File: config.mk
export PLATFORM = sky130hd
export DESIGN_NAME = pse_regs
export DESIGN_NICKNAME = d
export VERILOG_FILES = /design/src/pse_pkg.sv /design/src/pse_regs.sv /design/src/pse_ctrl_word.sv
export VERILOG_INCLUDE_DIRS = /design/src
export SDC_FILE = /design/constraint.sdc
export NUM_CORES = 1
export LEC_CHECK = 0
export ABC_CLOCK_PERIOD_IN_PS = 3700
export BUFFER_PORTS_ARGS = -buffer_cell sky130_fd_sc_hd__buf_2
export CAP_MARGIN = 10
export CELL_PAD_IN_SITES_DETAIL_PLACEMENT = 1
export CELL_PAD_IN_SITES_GLOBAL_PLACEMENT = 1
export CORE_ASPECT_RATIO = 0.9
export CORE_MARGIN = 10
export CORE_UTILIZATION = 42
export DETAILED_ROUTE_END_ITERATION = 12
export PLACE_DENSITY = 0.87
export SYNTH_ARGS = -nofsm -noshare
export SYNTH_HDL_FRONTEND = slang
export SYNTH_SLANG_ARGS = --single-unit
File: constraint.sdc
create_clock -name aclk -period 3.7 [get_ports aclk]
set_input_delay 0.74 -clock aclk [delete_from_list [all_inputs] [get_ports aclk]]
set_output_delay 0.74 -clock aclk [all_outputs]
set_load 0.02 [all_outputs]
File: src/pse_defines.svh
// How it works
// - read-only pointer gives the bank base offset
// - bit 0 reads one: feature present
// - bit 6 enables; when clear, word frozen
// - one gain enable shared by all sensors
// - gain enable and global gain enable inverse
// - gain enable write sets auto-exposure inverse
// - one exposure-time enable shared by all sensors
// - exposure enable and global shutter enable inverse
// - exposure enable write sets auto-exposure inverse
// - auto-exposure enable write inverts gain, exposure enables
// - bit 7 holds mode: 0 manual, 1 auto
// - gain word bits 20-31 hold gain value
// - exposure word bits 20-31 hold shutter value
// - auto-exposure word bits 20-31 hold its value
// - value writes ignored while in auto mode
// - sensor n at base plus n times 20h
`ifndef PSE_DEFINES_SVH
`define PSE_DEFINES_SVH

// register byte addresses
`define PSE_ADDR_BASE_PTR 16'h1E94
`define PSE_ADDR_GLOB_SHUT 16'h081C
`define PSE_ADDR_GLOB_GAIN 16'h0820
// bank base, aligned to 256 bytes so decode is a compare
`define PSE_BANK_BASE 32'h0000_2000
`define PSE_BANK_HI 8'h20
`define PSE_BANK_END 8'hC0
`define PSE_SENSORS 3'h6
`define PSE_WORDS 5'h12
`define PSE_KINDS 3'h3

// reset values
`define PSE_RST_SUB_EN 1'h0
`define PSE_RST_GLOB_EN 1'h1
`define PSE_RST_MODE 1'h0
`define PSE_RST_VALUE 12'h000
`define PSE_PRESENT 1'h1

// axi responses
`define PSE_RESP_OKAY 2'h0
`define PSE_RESP_SLVERR 2'h2

`endif

File: src/pse_pkg.sv
package pse_pkg;

    // kind of word inside one sensor's 20h slot
    typedef enum logic [1:0] {
        pse_kind_gain = 2'h0,
        pse_kind_expo = 2'h1,
        pse_kind_ae = 2'h2
    } pse_kind_t;

    // layout of every per-sensor control word
    typedef struct packed {
        logic [11:0] value;
        logic [11:0] rsvd_hi;
        logic mode;
        logic enable;
        logic [4:0] rsvd_lo;
        logic present;
    } pse_ctrl_word_t;

endpackage : pse_pkg

File: src/pse_regs.sv
// The AXI4-Lite register port was decided locally.
`timescale 1ns/10ps
`default_nettype none
`include "pse_defines.svh"
module pse_regs
    import pse_pkg::*;
(
    input wire logic aclk,
    input wire logic aresetn,
    input wire logic awvalid,
    output logic awready,
    input wire logic [15:0] awaddr,
    input wire logic wvalid,
    output logic wready,
    input wire logic [31:0] wdata,
    input wire logic [3:0] wstrb,
    output logic bvalid,
    input wire logic bready,
    output logic [1:0] bresp,
    input wire logic arvalid,
    output logic arready,
    input wire logic [15:0] araddr,
    output logic rvalid,
    input wire logic rready,
    output logic [31:0] rdata,
    output logic [1:0] rresp
);
    // write channel holding registers
    logic aw_full_reg;
    logic w_full_reg;
    logic [15:0] awaddr_reg;
    logic [31:0] wdata_reg;
    logic [3:0] wstrb_reg;
    logic wr_fire;

    // read channel holding registers
    logic ar_full_reg;
    logic [15:0] araddr_reg;
    logic rd_word_reg;
    logic rd_hole_reg;

    // shared enables and their global partners
    logic gain_en_reg;
    logic expo_en_reg;
    logic ae_en_reg;
    logic glob_gain_en_reg;
    logic glob_shut_en_reg;
    logic [2:0] en_vec;

    // per-word storage, index is sensor * 3 + kind
    logic mode_w [18];
    logic [11:0] value_w [18];

    // write decode
    logic wr_word_hit;
    logic wr_bank_hit;
    logic wr_mapped;
    logic [4:0] wr_idx;
    pse_kind_t wr_kind;

    // read decode
    logic rd_word_hit;
    logic rd_bank_hit;
    logic rd_mapped;
    logic [4:0] rd_idx;
    pse_ctrl_word_t rd_word;
    logic [31:0] rd_data;

    // a defined word: inside the bank, sensor below six, kind below three
    function automatic logic word_hit(input logic [15:0] a);
        word_hit = (a[15:8] == `PSE_BANK_HI) && (a[7:5] < `PSE_SENSORS)
            && (a[4:2] < `PSE_KINDS) && (a[1:0] == 2'h0);
    endfunction : word_hit

    function automatic logic bank_hit(input logic [15:0] a);
        bank_hit = (a[15:8] == `PSE_BANK_HI) && (a[7:0] < `PSE_BANK_END);
    endfunction : bank_hit

    function automatic logic [4:0] word_idx(input logic [15:0] a);
        word_idx = 5'({2'h0, a[7:5]} * 5'h3 + {3'h0, a[3:2]});
    endfunction : word_idx

    function automatic logic reg_hit(input logic [15:0] a);
        reg_hit = (a == `PSE_ADDR_BASE_PTR) || (a == `PSE_ADDR_GLOB_GAIN)
            || (a == `PSE_ADDR_GLOB_SHUT);
    endfunction : reg_hit

    assign en_vec = {ae_en_reg, expo_en_reg, gain_en_reg};

    // write side decode from the held address
    always_comb begin
        wr_word_hit = word_hit(awaddr_reg);
        wr_bank_hit = bank_hit(awaddr_reg);
        wr_mapped = wr_bank_hit || reg_hit(awaddr_reg);
        wr_idx = word_idx(awaddr_reg);
        wr_kind = pse_kind_t'(awaddr_reg[3:2]);
    end

    // commit once both halves are held and no response is pending
    assign wr_fire = aw_full_reg && w_full_reg && !bvalid;

    // address and data are taken independently, in either order
    always_ff @(posedge aclk) begin
        if (!aresetn) begin
            aw_full_reg <= 1'h0;
            awready <= 1'h0;
            awaddr_reg <= 16'h0000;
        end else if (awvalid && awready) begin
            aw_full_reg <= 1'h1;
            awready <= 1'h0;
            awaddr_reg <= awaddr;
        end else if (bvalid && bready) begin
            aw_full_reg <= 1'h0;
        end else if (!aw_full_reg) begin
            awready <= 1'h1;
        end
    end

    always_ff @(posedge aclk) begin
        if (!aresetn) begin
            w_full_reg <= 1'h0;
            wready <= 1'h0;
            wdata_reg <= 32'h0000_0000;
            wstrb_reg <= 4'h0;
        end else if (wvalid && wready) begin
            w_full_reg <= 1'h1;
            wready <= 1'h0;
            wdata_reg <= wdata;
            wstrb_reg <= wstrb;
        end else if (bvalid && bready) begin
            w_full_reg <= 1'h0;
        end else if (!w_full_reg) begin
            wready <= 1'h1;
        end
    end

    // response rises on the commit edge and holds for bready
    always_ff @(posedge aclk) begin
        if (!aresetn) begin
            bvalid <= 1'h0;
            bresp <= `PSE_RESP_OKAY;
        end else if (wr_fire) begin
            bvalid <= 1'h1;
            bresp <= wr_mapped ? `PSE_RESP_OKAY : `PSE_RESP_SLVERR;
        end else if (bready) begin
            bvalid <= 1'h0;
        end
    end

    // enable interlock; one write at a time, so no two sources collide
    always_ff @(posedge aclk) begin
        if (!aresetn) begin
            gain_en_reg <= `PSE_RST_SUB_EN;
            expo_en_reg <= `PSE_RST_SUB_EN;
            ae_en_reg <= `PSE_RST_SUB_EN;
            glob_gain_en_reg <= `PSE_RST_GLOB_EN;
            glob_shut_en_reg <= `PSE_RST_GLOB_EN;
        end else if (wr_fire && wstrb_reg[0]) begin
            if (wr_word_hit) begin
                case (wr_kind)
                    pse_kind_gain: begin
                        gain_en_reg <= wdata_reg[6];
                        glob_gain_en_reg <= !wdata_reg[6];
                        ae_en_reg <= !wdata_reg[6];
                    end
                    pse_kind_expo: begin
                        expo_en_reg <= wdata_reg[6];
                        glob_shut_en_reg <= !wdata_reg[6];
                        ae_en_reg <= !wdata_reg[6];
                    end
                    pse_kind_ae: begin
                        ae_en_reg <= wdata_reg[6];
                        gain_en_reg <= !wdata_reg[6];
                        expo_en_reg <= !wdata_reg[6];
                        // globals follow too, so each pair stays inverse
                        glob_gain_en_reg <= wdata_reg[6];
                        glob_shut_en_reg <= wdata_reg[6];
                    end
                    default: begin
                        ae_en_reg <= ae_en_reg;
                    end
                endcase
            end else if (awaddr_reg == `PSE_ADDR_GLOB_GAIN) begin
                glob_gain_en_reg <= wdata_reg[6];
                gain_en_reg <= !wdata_reg[6];
            end else if (awaddr_reg == `PSE_ADDR_GLOB_SHUT) begin
                glob_shut_en_reg <= wdata_reg[6];
                expo_en_reg <= !wdata_reg[6];
            end
        end
    end

    // one word per sensor and kind; enable is the kind's shared bit
    genvar gi;
    generate
        for (gi = 0; gi < 18; gi++) begin : g_word
            pse_ctrl_word u_word (
                .aclk(aclk),
                .aresetn(aresetn),
                .wr_en(wr_fire && wr_word_hit && (wr_idx == 5'(gi))),
                .feat_en(en_vec[gi % 3]),
                .wdata(wdata_reg),
                .wstrb(wstrb_reg),
                .mode_reg(mode_w[gi]),
                .value_reg(value_w[gi])
            );
        end
    endgenerate

    // read side decode from the held address
    always_comb begin
        rd_word_hit = word_hit(araddr_reg);
        rd_bank_hit = bank_hit(araddr_reg);
        rd_mapped = rd_bank_hit || reg_hit(araddr_reg);
        rd_idx = word_idx(araddr_reg);
    end

    // read mux; reserved bits and holes are plain zeros
    always_comb begin
        rd_word = '0;
        rd_data = 32'h0000_0000;
        if (rd_word_hit) begin
            rd_word.present = `PSE_PRESENT;
            rd_word.enable = en_vec[araddr_reg[3:2]];
            rd_word.mode = mode_w[rd_idx];
            rd_word.value = value_w[rd_idx];
            rd_data = rd_word;
        end else if (araddr_reg == `PSE_ADDR_BASE_PTR) begin
            rd_data = `PSE_BANK_BASE;
        end else if (araddr_reg == `PSE_ADDR_GLOB_GAIN) begin
            rd_word.present = `PSE_PRESENT;
            rd_word.enable = glob_gain_en_reg;
            rd_data = rd_word;
        end else if (araddr_reg == `PSE_ADDR_GLOB_SHUT) begin
            rd_word.present = `PSE_PRESENT;
            rd_word.enable = glob_shut_en_reg;
            rd_data = rd_word;
        end
    end

    // read address is held until the data beat is taken
    always_ff @(posedge aclk) begin
        if (!aresetn) begin
            ar_full_reg <= 1'h0;
            arready <= 1'h0;
            araddr_reg <= 16'h0000;
        end else if (arvalid && arready) begin
            ar_full_reg <= 1'h1;
            arready <= 1'h0;
            araddr_reg <= araddr;
        end else if (rvalid && rready) begin
            ar_full_reg <= 1'h0;
        end else if (!ar_full_reg) begin
            arready <= 1'h1;
        end
    end

    // data is sampled one edge after the address is taken
    always_ff @(posedge aclk) begin
        if (!aresetn) begin
            rvalid <= 1'h0;
            rdata <= 32'h0000_0000;
            rresp <= `PSE_RESP_OKAY;
            rd_word_reg <= 1'h0;
            rd_hole_reg <= 1'h0;
        end else if (ar_full_reg && !rvalid) begin
            rvalid <= 1'h1;
            rdata <= rd_data;
            rresp <= rd_mapped ? `PSE_RESP_OKAY : `PSE_RESP_SLVERR;
            rd_word_reg <= rd_word_hit;
            rd_hole_reg <= rd_bank_hit && !rd_word_hit;
        end else if (rready) begin
            rvalid <= 1'h0;
        end
    end

    // checks
    ptr_read_a: assert property (@(posedge aclk) disable iff (!aresetn)
        (arvalid && arready && araddr == `PSE_ADDR_BASE_PTR)
        |=> ##1 (rvalid && rdata == `PSE_BANK_BASE))
        else $error("pointer read wrong");

    presence_bit_a: assert property (@(posedge aclk) disable iff (!aresetn)
        (rvalid && rd_word_reg) |-> rdata[0] == 1'h1)
        else $error("presence bit not set");

    reserved_zero_a: assert property (@(posedge aclk) disable iff (!aresetn)
        (rvalid && rd_word_reg) |-> (rdata[19:8] == 12'h000 && rdata[5:1] == 5'h00))
        else $error("reserved bits not zero");

    hole_zero_a: assert property (@(posedge aclk) disable iff (!aresetn)
        (rvalid && rd_hole_reg) |-> (rdata == 32'h0000_0000 && rresp == `PSE_RESP_OKAY))
        else $error("bank hole not zero");

    disabled_freeze_a: assert property (@(posedge aclk) disable iff (!aresetn)
        (wr_fire && wr_word_hit && !en_vec[wr_kind])
        |=> ($stable(value_w[wr_idx]) && $stable(mode_w[wr_idx])))
        else $error("disabled word changed");

    auto_hold_a: assert property (@(posedge aclk) disable iff (!aresetn)
        (wr_fire && wr_word_hit && mode_w[wr_idx]) |=> $stable(value_w[wr_idx]))
        else $error("auto value was written");

    value_write_a: assert property (@(posedge aclk) disable iff (!aresetn)
        (wr_fire && wr_word_hit && en_vec[wr_kind] && !mode_w[wr_idx]
            && wstrb_reg[3:2] == 2'h3)
        |=> value_w[wr_idx] == $past(wdata_reg[31:20]))
        else $error("manual value not stored");

    mode_write_a: assert property (@(posedge aclk) disable iff (!aresetn)
        (wr_fire && wr_word_hit && en_vec[wr_kind] && wstrb_reg[0])
        |=> mode_w[wr_idx] == $past(wdata_reg[7]))
        else $error("mode not stored");

    gain_link_a: assert property (@(posedge aclk) disable iff (!aresetn)
        (wr_fire && wr_word_hit && wr_kind == pse_kind_gain && wstrb_reg[0])
        |=> (gain_en_reg == $past(wdata_reg[6]) && glob_gain_en_reg == !gain_en_reg
            && ae_en_reg == !gain_en_reg))
        else $error("gain enable interlock broken");

    expo_link_a: assert property (@(posedge aclk) disable iff (!aresetn)
        (wr_fire && wr_word_hit && wr_kind == pse_kind_expo && wstrb_reg[0])
        |=> (expo_en_reg == $past(wdata_reg[6]) && glob_shut_en_reg == !expo_en_reg
            && ae_en_reg == !expo_en_reg))
        else $error("exposure enable interlock broken");

    ae_link_a: assert property (@(posedge aclk) disable iff (!aresetn)
        (wr_fire && wr_word_hit && wr_kind == pse_kind_ae && wstrb_reg[0])
        |=> (gain_en_reg == !ae_en_reg && expo_en_reg == !ae_en_reg
            && glob_gain_en_reg == ae_en_reg && glob_shut_en_reg == ae_en_reg
            && ae_en_reg == $past(wdata_reg[6])))
        else $error("auto-exposure interlock broken");

    glob_link_a: assert property (@(posedge aclk) disable iff (!aresetn)
        (wr_fire && wstrb_reg[0] && (awaddr_reg == `PSE_ADDR_GLOB_GAIN
            || awaddr_reg == `PSE_ADDR_GLOB_SHUT))
        |=> (glob_gain_en_reg != gain_en_reg) && (glob_shut_en_reg != expo_en_reg))
        else $error("global enable interlock broken");

    write_resp_a: assert property (@(posedge aclk) disable iff (!aresetn)
        wr_fire |=> bvalid)
        else $error("write response missing");

endmodule : pse_regs
`default_nettype wire

File: src/pse_ctrl_word.sv
`timescale 1ns/10ps
`default_nettype none
`include "pse_defines.svh"
module pse_ctrl_word
    import pse_pkg::*;
(
    input wire logic aclk,
    input wire logic aresetn,
    input wire logic wr_en,
    input wire logic feat_en,
    input wire logic [31:0] wdata,
    input wire logic [3:0] wstrb,
    output logic mode_reg,
    output logic [11:0] value_reg
);
    logic [11:0] value_next;

    // byte lanes 2 and 3 carry the value field
    always_comb begin
        value_next[3:0] = wstrb[2] ? wdata[23:20] : value_reg[3:0];
        value_next[11:4] = wstrb[3] ? wdata[31:24] : value_reg[11:4];
    end

    // mode only moves while the feature is on
    always_ff @(posedge aclk) begin
        if (!aresetn) begin
            mode_reg <= `PSE_RST_MODE;
        end else if (wr_en && feat_en && wstrb[0]) begin
            mode_reg <= wdata[7];
        end
    end

    // old mode decides, so a write switching to auto still lands
    always_ff @(posedge aclk) begin
        if (!aresetn) begin
            value_reg <= `PSE_RST_VALUE;
        end else if (wr_en && feat_en && !mode_reg) begin
            value_reg <= value_next;
        end
    end

endmodule : pse_ctrl_word
`default_nettype wire

After elaboration in Yosys (flattened, before gate mapping)
Cells that the tools add are included.
- register bits after elaboration: 351
- input port bits: 75
- output and inout bits: 41
- word-level logic and storage cells: 336
- $add $sub $neg: 2
- multipliers: 2
- order comparisons: 8
- eq/ne operators: 30
- multiplexer cells: 38
- bitwise logic cells: 7
- reductions and logical operators: 175
- operators with widths (operator ; count):
    logical AND 1 bit ; 90
    AND reduction 2 bit ; 39
    equality test 16 x 12 -> 1 bit (second input constant) ; 4
    binary-select mux 12 bit (select 5 bit) ; 1
    equality test 5 x 4 -> 1 bit (second input constant) ; 8
    equality test 16 x 13 -> 1 bit (second input constant) ; 2
    two-way mux 32 bit ; 1
    two-way mux 12 bit ; 2
    two-way mux 1 bit ; 22
    zero test 1 bit ; 21
    equality test 5 x 3 -> 1 bit (second input constant) ; 4
    equality test 8 x 6 -> 1 bit (second input constant) ; 2
    < comparator 8 bit (second input constant) ; 2
    nonzero test 2 bit ; 8
    two-way mux 14 bit ; 1
    two-way mux 7 bit ; 2
    adder 5 x 2 -> 5 bit ; 2
    equality test 5 x 2 -> 1 bit (second input constant) ; 2
    equality test 5 bit (second input constant) ; 2
    multiplier 3 x 2 -> 5 bit (second input constant) ; 2
    one-hot mux 1 bit (2 select lines) ; 5
    OR reduction 2 bit ; 4
    >= comparator 6 bit (second input constant) ; 1
    zero test 2 bit ; 3
    other kinds (17) ; 32

Logic depth before layout (Yosys ltp)
Gate-level depths: netlist (run 1).
- depth in word-level cells: 9
- mapped depth: 11

Hierarchy
Synthesis (run 1) repeated with hierarchy kept, for this count alone.
- cell total of the unflattened synthesis: 1800
- area total of the unflattened synthesis: 16208.0 µm²
- by module, submodules not included (module ; times used ; cells each ; area an instance (µm²) ; sequential area each (µm²)):
    pse_ctrl_word ; 18 ; 60 ; 546.8 ; 260.2
    pse_regs ; 1 ; 720 ; 6366.1 ; 1981.9

Worst setup path after synthesis (run 1)
OpenSTA, ideal clock, no wires.
- path kind: register -> register
- from: register araddr_reg[3]
- to: register rdata[7]
- library setup time: 0.115 ns
- data arrival time: 3.337 ns
- data required time: 3.585 ns
- path slack: 0.248 ns
- stages on the path, launching flop included: 11
- buffers on the path: 2
- clock period less this slack: 3.452 ns
- cell sequence: dfxtp_1 > fa_1 > ha_1 > inv_1 > fa_1 > buf_2 > buf_1 > mux4_2 > mux2i_1 > nand3_1 > and3_1
- cells in the longest elaborated chain, start to end: 6
- RTL lines (item ; RTL line ; text):
    start: declaration ; pse_regs.sv:38 ; logic [15:0] araddr_reg;
    start signal: assignment ; pse_regs.sv:250 ; araddr_reg <= araddr;
    adder 5 x 2 -> 5 bit ; pse_regs.sv:80 ; word_idx = 5'({2'h0, a[7:5]} * 5'h3 + {3'h0, a[3:2]});
    NOT 5 -> 6 bit (implied by the code) ; pse_regs.sv:225 ; rd_word.mode = mode_w[rd_idx];
    binary-select mux 1 bit (select 5 bit) ; pse_regs.sv:225 ;
    two-way mux 1 bit (implied by the code) (2 in a row) ; pse_regs.sv:225 ;
    two-way mux 32 bit (*) ; pse_regs.sv:222 ; if (rd_word_hit) begin
    end signal: assignment ; pse_regs.sv:268 ; rdata <= rd_data;
    end: declaration ; pse_regs.sv:25 ; output logic [31:0] rdata,
Every way passes the cells marked *; elsewhere a longest branch is shown, timed or not. The select of a mux whose other input is x is not followed.
A chain may end at the register's enable or synchronous reset.

Final worst setup path (run 1)
- from: register awaddr_reg[3]
- to: register g_word[5].u_word.value_reg[4]
- cells in the longest elaborated chain, start to end: 8
- RTL lines (item ; RTL line ; text):
    start: declaration ; pse_regs.sv:31 ; logic [15:0] awaddr_reg;
    start signal: assignment ; pse_regs.sv:111 ; awaddr_reg <= awaddr;
    branches (longest 4 deep; another with adder 5 x 2 -> 5 bit) ; -- ;
    logical AND 1 bit (*) ; pse_regs.sv:200 ; .wr_en(wr_fire && wr_word_hit && (wr_idx == 5'(gi))),
    logical AND 1 bit (*) (2 in a row) ; pse_ctrl_word.sv:37 ; end else if (wr_en && feat_en && !mode_reg) begin
    AND reduction 2 bit (no line) (*) ; -- ;
    end signal: assignment ; pse_ctrl_word.sv:36 ; value_reg <= `PSE_RST_VALUE;
    end signal: assignment ; pse_ctrl_word.sv:38 ; value_reg <= value_next;
    end: declaration ; pse_ctrl_word.sv:14 ; output logic [11:0] value_reg
Every way passes the cells marked *.

==> results of run 1 <==
kinds of logic (layout without fill, tap and decap cells):
kind of cell / count (synthesis) / in the layout
multiplexers: 317 / 317
adder cells (fa/ha/maj): 17 / 17
AO/OA/AOI/OAI: 146 / 146
XOR/XNOR: 4 / 4
AND/OR/NAND/NOR: 562 / 562
buffers and inverters: 128 / 208
flip-flops: 314 / 314
other: 1 / 18
repair_timing:
item                                    CTS  global route
gates resized for setup                   0             2
hold buffers                              0             0
buffers inserted                          0             8
endpoints found under the setup margin    0            27
power by group:
group	leakage, nW	internal, mW	total (mW)	switching (mW)
Combinational	3.56	0.212	0.618	0.407
Clock	0.589	2.23	3.65	1.42
Sequential	2.53	3.42	3.46	0.0456
metal layers:
metal	track usage, %	vias to the layer above	wire [um]
met5	0	-	0
met4	6.15	0	900
met3	3.28	77	2420
met2	35.6	351	22000
met1	25.6	5800	18900
li1	-	5319	-
path summary, 6_finish.rpt:
path | from | endpoint | slack (ns) | cells after the start
max | awaddr_reg[3]$_SDFFE_PN0P_ | g_word[5].u_word.value_reg[4]$_SDFFE_PN0P_ | 0.12 | 11
min | wdata_reg[24]$_SDFFE_PN0P_ | wdata_reg[24]$_SDFFE_PN0P_ | 0.45 | 2
max reg2reg | awaddr_reg[3]$_SDFFE_PN0P_ | g_word[5].u_word.value_reg[4]$_SDFFE_PN0P_ | 0.12 | 11
min reg2reg | wdata_reg[24]$_SDFFE_PN0P_ | wdata_reg[24]$_SDFFE_PN0P_ | 0.45 | 2
cell type report:
cell class              count  share of cell area, %
multi-input cells        1064                   46.0
flip-flops and latches    314                   37.7
clock buffers              53                   6.52
repair buffers            131                   5.15
well taps                 462                   3.47
clock inverters             8                  0.721
inverters                  16                  0.361
layout by cell type (no fill, tap or decap), types with 8 or more instances in the layout:
| cell type | synthesis | routed |
|---|---|---|
| nand2_1 | 333 | 333 |
| dfxtp_1 | 314 | 314 |
| mux2i_1 | 251 | 251 |
| a21oi_1 | 81 | 81 |
| buf_2 | 8 | 77 |
| nor2_1 | 67 | 66 |
| mux4_2 | 52 | 52 |
| buf_4 | 19 | 48 |
| nand3_1 | 40 | 40 |
| clkbuf_16 | 0 | 37 |
| nand4_1 | 21 | 21 |
| conb_1 | 1 | 18 |
| o21ai_0 | 16 | 16 |
| inv_1 | 15 | 15 |
| mux2_2 | 14 | 14 |
| and3_1 | 14 | 14 |
| o31ai_1 | 14 | 14 |
| o211ai_1 | 13 | 13 |
| ha_1 | 13 | 12 |
| nor3_1 | 11 | 11 |
| clkbuf_8 | 0 | 10 |
| nor2_4 | 9 | 9 |
| nand2b_1 | 8 | 8 |
| nand2_2 | 8 | 8 |
worst max-delay path: stages (launching register included):
cell	delay, ns
dfxtp_1	0.44
inv_1	0.13
fa_1	0.55
inv_1	0.04
ha_1	0.21
fa_1	0.66
inv_1	0.14
a2111oi_2	0.31
buf_4	0.21
nand2_1	0.14
nor2_4	0.37
mux2i_1	0.28
==> results.toml, run 1 <==
[sta]
fin_ws_ns = 0.122
setup_viol = 0
rsz0062_at_grt = "no"
tightest_slew_ns = 0.927
finalHoldViolCount = 0
slew_viol_final = 0
min_period_ns = 3.58
fin_worst_skew_ns = 0.00993
hold_ws_ns = 0.454
finalSetupTns_ns = 0
period_share_pct = 96.7
fmax_ghz = 0.279
relSlewSlack_pct = 37.3

[place]
numPortBuffers = 78
dp_hpwl_um = 29900
dpl.cell_count = 1979
place_congestion = 0.900
placed_cell_area_sq_mm = 0.0154
dp_slack_ns = 0.122

[yosys]
ys_types = 58
ys_top_cells_by_area = "dfxtp_1, mux2i_1, nand2_1"
synth-adder-area-share_pct = 1.68
yosysTopAreaCell = "dfxtp_1"
synth-main-ff-cell = "dfxtp_1"
synth_compound_area_share_pct = 6.04
avgSynthCellArea_sq_um = 9.69
yosys.area_share.simple_pct = 17.9
synth_xor_area_share_pct = 0.243
ys_seq_area_share_pct = 43.6
syn_area_sq_mm = 0.0144
synth_top_family_by_area = "multiplexers"
yosysTopAreaCellShare_pct = 43.6
synth_edf_count = 0
muxShareOfSynthArea_pct = 26.6
yosysWarnings = 0
synth_commonest_cells = "nand2_1, dfxtp_1, mux2i_1"
ys_ff_latch = 314
async_flop_share_pct = 0
synth_cells = 1489
synth_most_common_cell = "nand2_1"

[final_layout]
largest_reg_flops = 216
instances_no_fill = 2048
fillCellCount = 3805
register_area_sq_mm = 0.00629
syn_to_final_growth_pct = 15.4
nNetsFinal = 1653
multi_input_area_sq_mm = 0.00767
final_core_util_pct = 49.1
drive_gt1_share_pct = 17.8
fin_area_sq_mm = 0.0167
n_antenna_cell = 0

[detailed_routing]
wl_per_cell_um = 21.6
vias_per_cell = 5.64
final_antenna_net_count = 0
drt-initial-drc-count = 784
drt-pass1-iter-count = 5
wl_um = 44200
drc_errors = 0
vias = 11500

[critical_path]
endpoint_kind = "flip-flop"
required_ns = 4.11
worstSetupPathType = "reg -> reg"
crit_fanout = 8
start_kind = "flip-flop"
arrival_ns = 3.99

[die]
dieHeight_um = 196
die_x_um = 215
die-area_sq_mm = 0.0422
num_rows = 64
num_io_pins = 116
initial_core_util_pct = 42.5
core_sq_mm = 0.0340

[clock_tree]
cts_tree = "built"
clkTransAtPathRegs_ns = 0.07
cts_root_buffer = "clkbuf_16"
cts_buffers = 34
cts_sinks = 314
cts_buffer_depth = 3
h-tree-depth = 2
clock_latency_ns = 0.52

[global_routing]
grt_pass1_wl_um = 70700
antenna_found_initial = 0
grtUsageTotal_pct = 20.5
grt_pass1_vias = 12600
grt_max_degree = 78
grt_overflow_total = 0

[run]
drv_cap = 0

[run_status]
status = "finished, final reports clean"

[power]
powerDensity_mw_per_mm2 = 464
p_leak_nw = 6.69
vdd_drop_max_mv = 0.309
finalPower_mw = 7.73

[min_path]
min_path_type = "reg -> reg"
(Power assumes the default switching activity.)
==> inputs of run 2 (changes only) <==
- ABC_CLOCK_PERIOD_IN_PS: 3700 -> 3730
- CORE_UTILIZATION: 42 -> 47
- PLACE_DENSITY: 0.87 -> 0.92
- clock period: 3.7 -> 3.73 ns (I/O delays scaled with it)
==> run 2 against run 1 <==
The run now ends with setup timing left. Sequential share of layout area rose by 0.38 points. Clock power fell by 5.8%. Cell area fell by 0.98%. Final cell count fell by 3.1%. First-iteration DRC count rose by 55%. Via count rose by 7.2%. Largest power group is now sequential cells. Highest routed layer is now met5.
==> results.toml, run 2 (synthesized netlist as in run 1, its figures left out) <==
[power]
finalPower_mw = 7.52
p_leak_nw = 6.64
powerDensity_mw_per_mm2 = 456
vdd_drop_max_mv = 0.277

[sta]
fin_ws_ns = -0.00482
relSlewSlack_pct = 36.5
fmax_ghz = 0.268
setup_viol = 1
fin_worst_skew_ns = 0.0163
slew_viol_final = 0
finalHoldViolCount = 0
min_period_ns = 3.73
finalSetupTns_ns = -0.00482
tightest_slew_ns = 0.953
period_share_pct = 100

[critical_path]
max_stage_delay_ns = 0.65
cp_slowest_cell = "or4_1"
path_cells = "inv_1 -> fa_1 -> inv_1 -> ha_1 -> fa_1 -> inv_1 -> nand2_1 -> or4_1 -> nor2_4 -> buf_12 -> mux2i_1"
worstSetupPathType = "reg -> reg"
required_ns = 4.15
endpoint_kind = "flip-flop"
arrival_ns = 4.15
start_kind = "flip-flop"
crit_fanout = 8
cpMostUsedCell = "inv_1"

[die]
initial_core_util_pct = 47.9
dieHeight_um = 186
core_sq_mm = 0.0301
die_x_um = 205
num_io_pins = 116
die-area_sq_mm = 0.0381
num_rows = 60

[detailed_routing]
wl_met1_um = 19700
drt-pass1-iter-count = 5
top_layer_used = "met5"
wl_um = 51000
routed-wl-met2_um = 25200
final_antenna_net_count = 0
wl_per_cell_um = 25.7
met3_length_um = 3880
drt-initial-drc-count = 1217
vias = 12400
drc_errors = 0
vias_per_cell = 6.24

[final_layout]
nNetsFinal = 1648
largest_reg_flops = 216
final_common_cell = "nand2_1"
syn_to_final_growth_pct = 14.3
n_antenna_cell = 0
drive_gt1_share_pct = 17.9
final_cell_mix = "nand2_1, dfxtp_1, mux2i_1, a21oi_1, buf_2"

[global_routing]
grt_overflow_total = 0
grt_pass1_vias = 13600
antenna_found_initial = 1
grtUsageTotal_pct = 25.9
grt_max_degree = 90
grt_pass1_wl_um = 78400

[clock_tree]
cts_buffer_depth = 3
clock_latency_ns = 0.52
cts_hold_buf = 0
cts_sinks = 314
h-tree-depth = 2
cts_root_buffer = "clkbuf_16"
cts_tree = "built"
cts_buffers = 35
clkTransAtPathRegs_ns = 0.07

[place]
numPortBuffers = 78
place_congestion = 0.879
dp_hpwl_um = 31400

[run_status]
status = "finished with violations"
violations = "setup timing"

[min_path]
min_path_type = "in -> reg"

[run]
drv_cap = 0
[run 2: critical path, delay by kind of cell (launching register included)]
| kind | cells | cell delay (ns) |
|---|---|---|
| multiplexers | 1 | 0.26 |
| buffers and inverters | 4 | 0.55 |
| adder cells (fa/ha/maj) | 3 | 1.36 |
| flip-flops | 1 | 0.46 |
| AND/OR/NAND/NOR | 3 | 1.01 |
[run 2: area by class of cell]
| cell class | instances | area (sq um) |
|---|---|---|
| Clock buffer | 52 | 1070 |
| Clock inverter | 11 | 61.3 |
| Fill cell | 3315 | 13600 |
| Inverter | 16 | 60.1 |
| Multi-Input combinational cell | 1064 | 7680 |
| Sequential cell | 314 | 6290 |
| Tap cell | 403 | 504 |
| Timing Repair Buffer | 125 | 825 |
[run 2: report_power, final]
group / total [mW] / internal [mW] / switching (mW)
Clock: 3.44 / 1.99 / 1.45
Sequential: 3.44 / 3.39 / 0.0468
Combinational: 0.639 / 0.206 / 0.433
[run 2: per-stage QoR]
step | instance area (sq um) | instances | hold WS, ns | setup slack [ns] | util, %
after floorplan | 14500 | 1506 | 0.431 | 0.278 | -
after global placement | 15300 | 1916 | 0.439 | 0.276 | 50.7
after detailed placement | 15300 | 1916 | 0.449 | 0.0799 | 50.7
after CTS | 16400 | 1980 | 0.455 | -0.00783 | 54.5
after global routing | 16500 | 1985 | 0.472 | -0.0245 | 54.8
final | 16500 | 1985 | 0.456 | -0.00482 | 54.8
[run 2: layer usage]
| layer | global-route usage, % | up-vias |
|---|---|---|
| met5 | 0 | - |
| met2 | 45.0 | 648 |
| met3 | 4.72 | 193 |
| met4 | 12.6 | 2 |
| met1 | 30.3 | 6221 |
| li1 | - | 5315 |
[run 2: final timing paths]
check | from | end | slack (ns) | depth (start not counted)
max | awaddr_reg[5]$_SDFFE_PN0P_ | g_word[16].u_word.value_reg[7]$_SDFFE_PN0P_ | -0.005 | 11
min | awaddr[3] | awaddr_reg[3]$_SDFFE_PN0P_ | 0.46 | 3
max reg2reg | awaddr_reg[5]$_SDFFE_PN0P_ | g_word[16].u_word.value_reg[7]$_SDFFE_PN0P_ | -0.005 | 11
min reg2reg | g_word[17].u_word.value_reg[8]$_SDFFE_PN0P_ | g_word[17].u_word.value_reg[8]$_SDFFE_PN0P_ | 0.46 | 2
[run 2: timing repair]
item / CTS / global route
resized for setup: 1 / 5
gates cloned: 0 / 0
pin swaps: 0 / 3
buffers inserted: 1 / 5
setup endpoints to repair: 5 / 79
